`src/bsq_pkg.sv`:
```
// Contract
// - Fetch op code word, then parameter word
// - Low four condition bits select, bit four sense
// - Halt on bad op code, parity, pattern
// - Trap interrupt on invalid op code halt
// - Parity interrupt when halt from even parity
// - Flag update sets, clears, toggles eight flags
// - False condition: no action, next pair (a flag update still applies its parameter)
// - Execute message starts block at parameter
// - Jump loads pointer from parameter
// - Four-entry stack; overrun/underrun raises error
// - Return pops address; parameter ignored
// - Interrupt request copies four parameter bits
// - Zero pattern produces no interrupt
// - Halt stops until new host start
// - Delay waits parameter microseconds when true
// - Delay uses time-to-next-message timer
package bsq_pkg;
	localparam int ADDR_W = 16;
	localparam int WORD_W = 16;
	localparam logic [4:0] OP_EXEC = 5'h01;
	localparam logic [4:0] OP_JUMP = 5'h02;
	localparam logic [4:0] OP_CALL = 5'h03;
	localparam logic [4:0] OP_RETURN = 5'h04;
	localparam logic [4:0] OP_FLAG = 5'h05;
	localparam logic [4:0] OP_IRQ = 5'h06;
	localparam logic [4:0] OP_HALT = 5'h07;
	localparam logic [4:0] OP_DELAY = 5'h08;
	localparam logic [4:0] FIXED_PATTERN = 5'h0A;
	localparam int PAR_BIT = 15;
	localparam int OP_HI = 14;
	localparam int OP_LO = 10;
	localparam int PAT_HI = 9;
	localparam int PAT_LO = 5;
	localparam int SENSE_BIT = 4;
	localparam int STACK_DEPTH = 4;
	localparam int STACK_PTR_W = 3;
	localparam int CLK_MHZ = 200;
	localparam int US_NS = 1000;
	localparam int CLK_NS = 5;
	localparam logic [7:0] US_CYCLES = 8'(US_NS / CLK_NS);
	localparam logic [ADDR_W-1:0] ADDR_STEP = 16'h0001;
	localparam logic [ADDR_W-1:0] PAIR_STEP = 16'h0002;

	typedef enum logic [3:0] {
		ST_IDLE = 4'b0000,
		ST_FETCH_OP = 4'b0001,
		ST_WAIT_OP = 4'b0010,
		ST_FETCH_PRM = 4'b0011,
		ST_WAIT_PRM = 4'b0100,
		ST_EXEC = 4'b0101,
		ST_MSG = 4'b0110,
		ST_DELAY = 4'b0111,
		ST_HALTED = 4'b1000
	} bsq_state_e;

	// Memory read request/answer toward shared RAM
	typedef struct packed {
		logic req;
		logic [ADDR_W-1:0] addr;
	} bsq_mem_req_s;

	typedef struct packed {
		logic valid;
		logic [WORD_W-1:0] data;
	} bsq_mem_rsp_s;

	// Decoded fault report of one op code word
	typedef struct packed {
		logic bad;
		logic parity_err;
	} bsq_check_s;

	// Event pulses toward the interrupt status logic
	typedef struct packed {
		logic trap;
		logic parity;
		logic stack_err;
		logic [3:0] user_irq;
	} bsq_irq_s;
endpackage

```
`src/bsq_sequencer.sv`:
```
module bsq_sequencer (
	input wire logic mclk, // 200 MHz clock
	input wire logic rst_n, // Synchronous reset, active low
	input wire logic start, // Host controller start pulse
	input wire logic [bsq_pkg::ADDR_W-1:0] start_ptr, // Initial list pointer
	output bsq_pkg::bsq_mem_req_s mem_req, // RAM read request
	input wire bsq_pkg::bsq_mem_rsp_s mem_rsp, // RAM read answer
	input wire logic [7:0] msg_flags, // Message result codes 8..F
	input wire logic [7:0] host_flag_set, // Host sets flags
	input wire logic [7:0] host_flag_clr, // Host clears flags
	output logic [7:0] general_purpose_flag, // Flags 0..7
	output logic msg_start, // Start message pulse
	output logic [bsq_pkg::ADDR_W-1:0] msg_block, // Message block address
	input wire logic msg_done, // Message finished pulse
	output logic [bsq_pkg::ADDR_W-1:0] list_ptr, // Current list pointer
	output logic running, // Engine active
	output bsq_pkg::bsq_irq_s irq // Interrupt event pulses
);
	import bsq_pkg::*;

	typedef struct packed {
		bsq_state_e st;
		logic [ADDR_W-1:0] ptr;
		logic [WORD_W-1:0] opw;
		logic [WORD_W-1:0] prm;
		logic [7:0] gp;
		logic [STACK_PTR_W-1:0] sp;
		logic [STACK_DEPTH-1:0][ADDR_W-1:0] stk;
		logic msg_start;
		logic [ADDR_W-1:0] msg_block;
		logic tmr_load;
		bsq_irq_s irq;
	} bsq_seq_s;

	bsq_seq_s r, next_r;
	bsq_check_s chk;
	logic tmr_busy;
	logic [15:0] codes;
	logic cond_true;
	logic [4:0] op;
	logic [7:0] gp_host;
	logic [7:0] gp_flag_op;

	bsq_op_check u_check (
		.word(r.opw),
		.chk(chk)
	);

	// Delay shares the message gap timer instead of its own counter
	bsq_timer u_timer (
		.mclk(mclk),
		.rst_n(rst_n),
		.load(r.tmr_load),
		.us_value(r.prm),
		.busy(tmr_busy)
	);

	// Condition test: low nibble picks the code, bit four is the wanted level
	always_comb begin
		codes = {msg_flags, r.gp};
		cond_true = (codes[r.opw[3:0]] == r.opw[SENSE_BIT]);
		op = r.opw[OP_HI:OP_LO];
	end

	// Host flag writes; set wins so a same-cycle clear cannot hide a set
	always_comb begin
		gp_host = (r.gp & ~host_flag_clr) | host_flag_set;
	end

	// Flag op per bit: low byte sets, high byte clears, both toggles
	for (genvar i = 0; i < 8; i++) begin : g_flag_op
		assign gp_flag_op[i] = r.prm[i + 8] ? (r.prm[i] & ~gp_host[i]) : (r.prm[i] | gp_host[i]);
	end

	// Main sequence machine
	always_comb begin
		next_r = r;
		next_r.msg_start = 1'b0;
		next_r.tmr_load = 1'b0;
		next_r.irq = '0;
		next_r.gp = gp_host;
		unique case (r.st)
			ST_IDLE, ST_HALTED: begin
				if (start) begin
					next_r.ptr = start_ptr;
					next_r.st = ST_FETCH_OP;
				end
			end
			ST_FETCH_OP: begin
				next_r.st = ST_WAIT_OP;
			end
			ST_WAIT_OP: begin
				if (mem_rsp.valid) begin
					next_r.opw = mem_rsp.data;
					next_r.st = ST_FETCH_PRM;
				end
			end
			ST_FETCH_PRM: begin
				// Check the op word before spending a fetch on its parameter
				if (chk.bad) begin
					next_r.st = ST_HALTED;
					next_r.irq.trap = 1'b1;
					next_r.irq.parity = chk.parity_err;
				end else begin
					next_r.st = ST_WAIT_PRM;
				end
			end
			ST_WAIT_PRM: begin
				if (mem_rsp.valid) begin
					next_r.prm = mem_rsp.data;
					next_r.st = ST_EXEC;
				end
			end
			ST_EXEC: begin
				next_r.ptr = r.ptr + PAIR_STEP;
				next_r.st = ST_FETCH_OP;
				if (op == OP_FLAG) begin
					// Unconditional; untouched bits keep the host's update
					next_r.gp = gp_flag_op;
				end else if (cond_true) begin
					unique case (op)
						OP_EXEC: begin
							next_r.msg_start = 1'b1;
							next_r.msg_block = r.prm;
							next_r.st = ST_MSG;
						end
						OP_JUMP: begin
							next_r.ptr = r.prm;
						end
						OP_CALL: begin
							if (r.sp == STACK_PTR_W'(STACK_DEPTH)) begin
								next_r.irq.stack_err = 1'b1;
								next_r.st = ST_HALTED;
							end else begin
								next_r.stk[r.sp[1:0]] = r.ptr + PAIR_STEP;
								next_r.sp = r.sp + STACK_PTR_W'(1);
								next_r.ptr = r.prm;
							end
						end
						OP_RETURN: begin
							if (r.sp == '0) begin
								next_r.irq.stack_err = 1'b1;
								next_r.st = ST_HALTED;
							end else begin
								next_r.ptr = r.stk[2'(r.sp - STACK_PTR_W'(1))];
								next_r.sp = r.sp - STACK_PTR_W'(1);
							end
						end
						OP_IRQ: begin
							next_r.irq.user_irq = r.prm[3:0];
						end
						OP_HALT: begin
							next_r.st = ST_HALTED;
						end
						OP_DELAY: begin
							next_r.tmr_load = 1'b1;
							next_r.st = ST_DELAY;
						end
						default: begin
							next_r.st = ST_HALTED;
						end
					endcase
				end
				// False condition only advances the pointer
			end
			ST_MSG: begin
				if (msg_done) begin
					next_r.st = ST_FETCH_OP;
				end
			end
			ST_DELAY: begin
				// Timer loads one cycle after entry, so skip the first look
				if (!r.tmr_load && !tmr_busy) begin
					next_r.st = ST_FETCH_OP;
				end
			end
			default: begin
				next_r.st = ST_HALTED;
			end
		endcase
	end

	always_ff @(posedge mclk) begin
		if (!rst_n) begin
			r <= '0;
		end else begin
			r <= next_r;
		end
	end

	// Read requests: op word at pointer, parameter at pointer plus one
	always_comb begin
		mem_req.req = (r.st == ST_FETCH_OP) || ((r.st == ST_FETCH_PRM) && !chk.bad);
		mem_req.addr = (r.st == ST_FETCH_PRM) ? r.ptr + ADDR_STEP : r.ptr;
	end

	assign general_purpose_flag = r.gp;
	assign msg_start = r.msg_start;
	assign msg_block = r.msg_block;
	assign list_ptr = r.ptr;
	assign running = (r.st != ST_IDLE) && (r.st != ST_HALTED);
	assign irq = r.irq;
endmodule

```
`src/bsq_op_check.sv`:
```
module bsq_op_check (
	input wire logic [bsq_pkg::WORD_W-1:0] word, // Fetched op code word
	output bsq_pkg::bsq_check_s chk // Fault report
);
	import bsq_pkg::*;
	logic [4:0] op;
	logic defined;
	// Pure decode; the caller samples it only while the op word is held
	always_comb begin
		op = word[OP_HI:OP_LO];
		defined = (op >= OP_EXEC) && (op <= OP_DELAY);
		chk.parity_err = ~(^word);
		chk.bad = ~defined | chk.parity_err | (word[PAT_HI:PAT_LO] != FIXED_PATTERN);
	end
endmodule

```
`src/bsq_timer.sv`:
```
module bsq_timer (
	input wire logic mclk, // 200 MHz clock
	input wire logic rst_n, // Synchronous reset, active low
	input wire logic load, // Load pulse
	input wire logic [bsq_pkg::WORD_W-1:0] us_value, // Time in microseconds
	output logic busy // Counting
);
	import bsq_pkg::*;
	typedef struct packed {
		logic [WORD_W-1:0] us_left;
		logic [7:0] div;
	} bsq_tmr_s;
	bsq_tmr_s r, next_r;
	// Shared time-to-next-message timer; busy while microseconds remain
	always_comb begin
		next_r = r;
		if (load) begin
			next_r.us_left = us_value;
			next_r.div = US_CYCLES - 8'h01;
		end else if (r.us_left != '0) begin
			if (r.div == 8'h00) begin
				next_r.div = US_CYCLES - 8'h01;
				next_r.us_left = r.us_left - WORD_W'(1);
			end else begin
				next_r.div = r.div - 8'h01;
			end
		end
	end
	always_ff @(posedge mclk) begin
		if (!rst_n) begin
			r <= '0;
		end else begin
			r <= next_r;
		end
	end
	assign busy = (r.us_left != '0);
endmodule

```
`config.mk`:
```
export PLATFORM = sky130hd
export DESIGN_NAME = bsq_sequencer
export DESIGN_NICKNAME = d
export VERILOG_FILES = /design/src/bsq_pkg.sv /design/src/bsq_sequencer.sv /design/src/bsq_op_check.sv /design/src/bsq_timer.sv
export SDC_FILE = /design/constraint.sdc
export NUM_CORES = 1
export LEC_CHECK = 0
export BUFFER_PORTS_ARGS = -buffer_cell sky130_fd_sc_hd__buf_2
export CAP_MARGIN = 5
export CORE_MARGIN = 1.5
export CORE_UTILIZATION = 53
export DETAILED_ROUTE_END_ITERATION = 8
export PLACE_DENSITY = 0.85
export SLEW_MARGIN = 20
export SYNTH_ARGS = -nofsm -noshare
export SYNTH_HDL_FRONTEND = slang
export SYNTH_SLANG_ARGS = --single-unit
```
`constraint.sdc`:
```
create_clock -name mclk -period 3.8 [get_ports mclk]
set_clock_uncertainty 0.1 [all_clocks]
set_input_delay 0.57 -clock mclk [delete_from_list [all_inputs] [get_ports mclk]]
set_output_delay 0.57 -clock mclk [all_outputs]
set_load 0.01 [all_outputs]
```
==> flow_metrics.tcl <==
set metrics [dict create \
    status "completed" \
    fillers 1427 \
    grt_overflow 0 \
    internal-power_mw 3.714 \
    arrival_ns 2.82 \
    r2r_start "r[117]" \
    post-route-period-util_pct 91.79 \
    cts_tree "done" \
    finalPower_mw 5.986 \
    synth-adder-area-share_pct 2.150 \
    fin_crit_ns 3.488 \
    post_drt_wl_per_cell_um 19.20 \
    rsz0062_at_grt "no" \
    cts_setup_buffers 0 \
    hold_end "r[109]" \
    die_w_um 135.6 \
    drv_cap 0 \
    cts.sinks 176 \
    grt_pass1_vias 7790 \
    startpoint_type "register" \
    synthCells 1072 \
    clock_power_share_pct 28.3 \
    synth_commonest_cells "176 x dfxtp_1, 144 x nor2_1, 97 x nand2_1, 71 x a21oi_1, 63 x a211oi_1" \
    dr.first_iter.drc_count 804 \
    track_usage_pct 29.12 \
    cts_buffers 17 \
    yosys.area.top_type "dfxtp_1" \
    clock_latency_ns 0.44 \
    required_ns 3.13 \
    grt_max_degree 61 \
    fmax_ghz 0.2867 \
    synth-xor-area-share_pct 5.643 \
    power.switching_mw 2.272 \
    powerDensity_mw_per_mm2 580.7 \
    dp.cells 1323 \
    coreArea_mm2 0.01724 \
    seq_area_frac_synth_pct 37.83 \
    syn_area_mm2 0.009313 \
    hp-class "in2reg" \
    yosys.cell_count.top_type "dfxtp_1" \
    die_area_mm2 0.01838 \
    cpPeakStageDelay_ns 0.45 \
    worstRegToRegCells 6 \
    place.gp.congestion 0.9417 \
    ant_nets 0 \
    worstMarginPinSlew_ns 0.9749 \
    post_drt_via_cell_ratio 6.148 \
    hold_violations 0 \
    synth_top_family_by_area "compound AO/OA/AOI/OAI gates" \
    worstHoldStart "mem_rsp[9]" \
    vdd_ir_drop_max_mv 0.5332 \
    combPwrFrac_pct 33.7 \
    drc 0 \
    nNetsFinal 1194 \
    cp_max_fo 8 \
    yosys.area.top_type_share_pct 37.83 \
    tns_ns 0 \
    hold_buffers 0 \
    synth_simple_gate_area_share_pct 16.55 \
    crit_chain "inv_1, ha_1, nor2b_1, nand2_1, a22oi_1, nand4b_1, o21ai_0, nor4b_1, buf_2" \
    maxSlewHeadroom_pct 34.77 \
    setup_viol 0 \
    dp_hpwl_mm 17.92 \
    async_reset_ff_share_pct 0 \
    syn_to_final_growth_pct 10.68 \
    synth_compound_area_share_pct 17.63 \
    dr_total_vias 8331 \
    finalMaxSlewViolations 0 \
    critPathKind "reg2out" \
    synth_nets 1149 \
    cts_root_buf "clkbuf_16" \
    ys_ff_latch 176 \
    n_antenna_cell 0 \
    grt_pass1_wl_mm 41.29 \
    drtPass1Iterations 7 \
    synthMuxAreaShare_pct 11.77 \
    p_leak_nw 4.177 \
    start_util_pct 54.03 \
    fin_cells 1355 \
    synth.distinct_cells 70 \
    path_clk_slew_ns 0.07 \
    ys_warn_count 0 \
    htreeDepth 4 \
    drt_wl_total_mm 26.01 \
    fp-row-count 48 \
    io_pins 127 \
    holdPathStages 3 \
    cts_max_path_buffers 2 \
    synth.area.top_cells "dfxtp_1 38%, nor2_1 5.8%, mux2i_1 5.6%" \
    r2r-end "list_ptr[5]" \
    p_seq_share_pct 38.0 \
    die_h_um 135.6 \
    port_buffers 126 \
    sw_frac_of_total_pct 37.96 \
    r2r_slack_ns 0.70 \
    layout-drive-gt1-share_pct 19.12 \
    ctsResizeCount 0 \
    cpMaxStageDelayCell "nor4b_1" \
    cp-end-kind "output port" \
    synth_edf_count 0 \
    ys.flop_type "dfxtp_1" \
    avgSynthCellArea_um2 8.687 \
    antenna_found_initial 0 \
]
[critical path, delay by kind of cell, from the launching register on]
| family | cells | cell delay, ns |
|---|---|---|
| and+or+nand+nor | 4 | 0.99 |
| DFF | 1 | 0.35 |
| buffers and inverters | 2 | 0.32 |
| adders and majority gates | 1 | 0.31 |
| AOI/OAI and AO/OA | 2 | 0.41 |
[final cells by class]
cell class                      count  area [um2]  area share, %
Clock buffer                       17       425.4          4.127
Clock inverter                     15       137.6          1.335
Inverter                           32       122.6          1.190
Multi-Input combinational cell    745        5031          48.81
Sequential cell                   176        3523          34.18
Tap cell                          225       281.5          2.731
Timing Repair Buffer              145       785.8          7.623
[logic make-up (layout without fill, tap and decap cells)]
| group | Yosys count | after routing |
|---|---|---|
| AND/OR/NAND/NOR | 344 | 344 |
| AO/OA/AOI/OAI | 241 | 241 |
| buffers and inverters | 151 | 209 |
| XOR/XNOR | 60 | 60 |
| multiplexers | 84 | 84 |
| adder cells (fa/ha/maj) | 16 | 16 |
| flip-flops | 176 | 176 |
[placed cells by master (no fill, tap or decap), types with 17 or more instances in the layout]
| cell type | instances |
|---|---|
| mux4_2 | 18 |
| clkbuf_16 | 17 |
| buf_2 | 126 |
| a21oi_1 | 67 |
| o21ai_0 | 27 |
| buf_4 | 18 |
| nor3_1 | 17 |
| nand3_1 | 17 |
| nor2_1 | 144 |
| xnor2_1 | 35 |
| inv_1 | 30 |
| dfxtp_1 | 176 |
| mux2i_1 | 52 |
| nand2_1 | 97 |
| a211oi_1 | 63 |
| xor2_1 | 25 |
[metal layers]
layer	global-route usage, %	wire length (um)	vias to the layer above	part of all wire, %
li1	-	-	3854	-
met1	37.33	10470	3975	40
met2	45.85	12060	417	46
met3	6.210	2254	85	8.7
met4	15.77	1227	0	4.7
met5	0	0	-	0
[how the worst max path moves through the flow]
| stage | startpoint | end | cells past startpoint |
|---|---|---|---|
| 2_1_floorplan | r[89] | list_ptr[1] | 10 |
| 3_3_place_gp | msg_flags[7] | list_ptr[7] | 7 |
| 3_5_place_dp | msg_flags[7] | msg_block[0] | 8 |
| 4_1_cts | op[0] | mem_req[16] | 9 |
| 5_1_grt | op[1] | mem_req[16] | 9 |
| 6_report | op[1] | mem_req[16] | 9 |
[metrics by stage]
step	utilization (%)	hold WS [ns]	worst slack (ns)	cell area, um2
2_1_floorplan	-	0.3546	0.2477	9313
3_3_place_gp	56.53	0.3679	0.7494	9744
3_5_place_dp	56.53	0.3819	0.7014	9744
4_1_cts	59.80	0.2787	0.3864	10310
5_1_grt	59.80	0.2791	0.1408	10310
6_report	59.80	0.2807	0.3122	10310
[power by group through the flow]
| stage | logic [mW] | registers, mW | clock network [mW] |
|---|---|---|---|
| floorplan | 1.65 | 2.18 | 0 |
| finish | 2.02 | 2.27 | 1.69 |
| global route | 2.25 | 2.30 | 1.78 |
| CTS | 2.00 | 2.26 | 1.70 |
| global placement | 1.93 | 2.29 | 0 |
| detailed placement | 1.98 | 2.30 | 0 |
(Power assumes the default switching activity.)
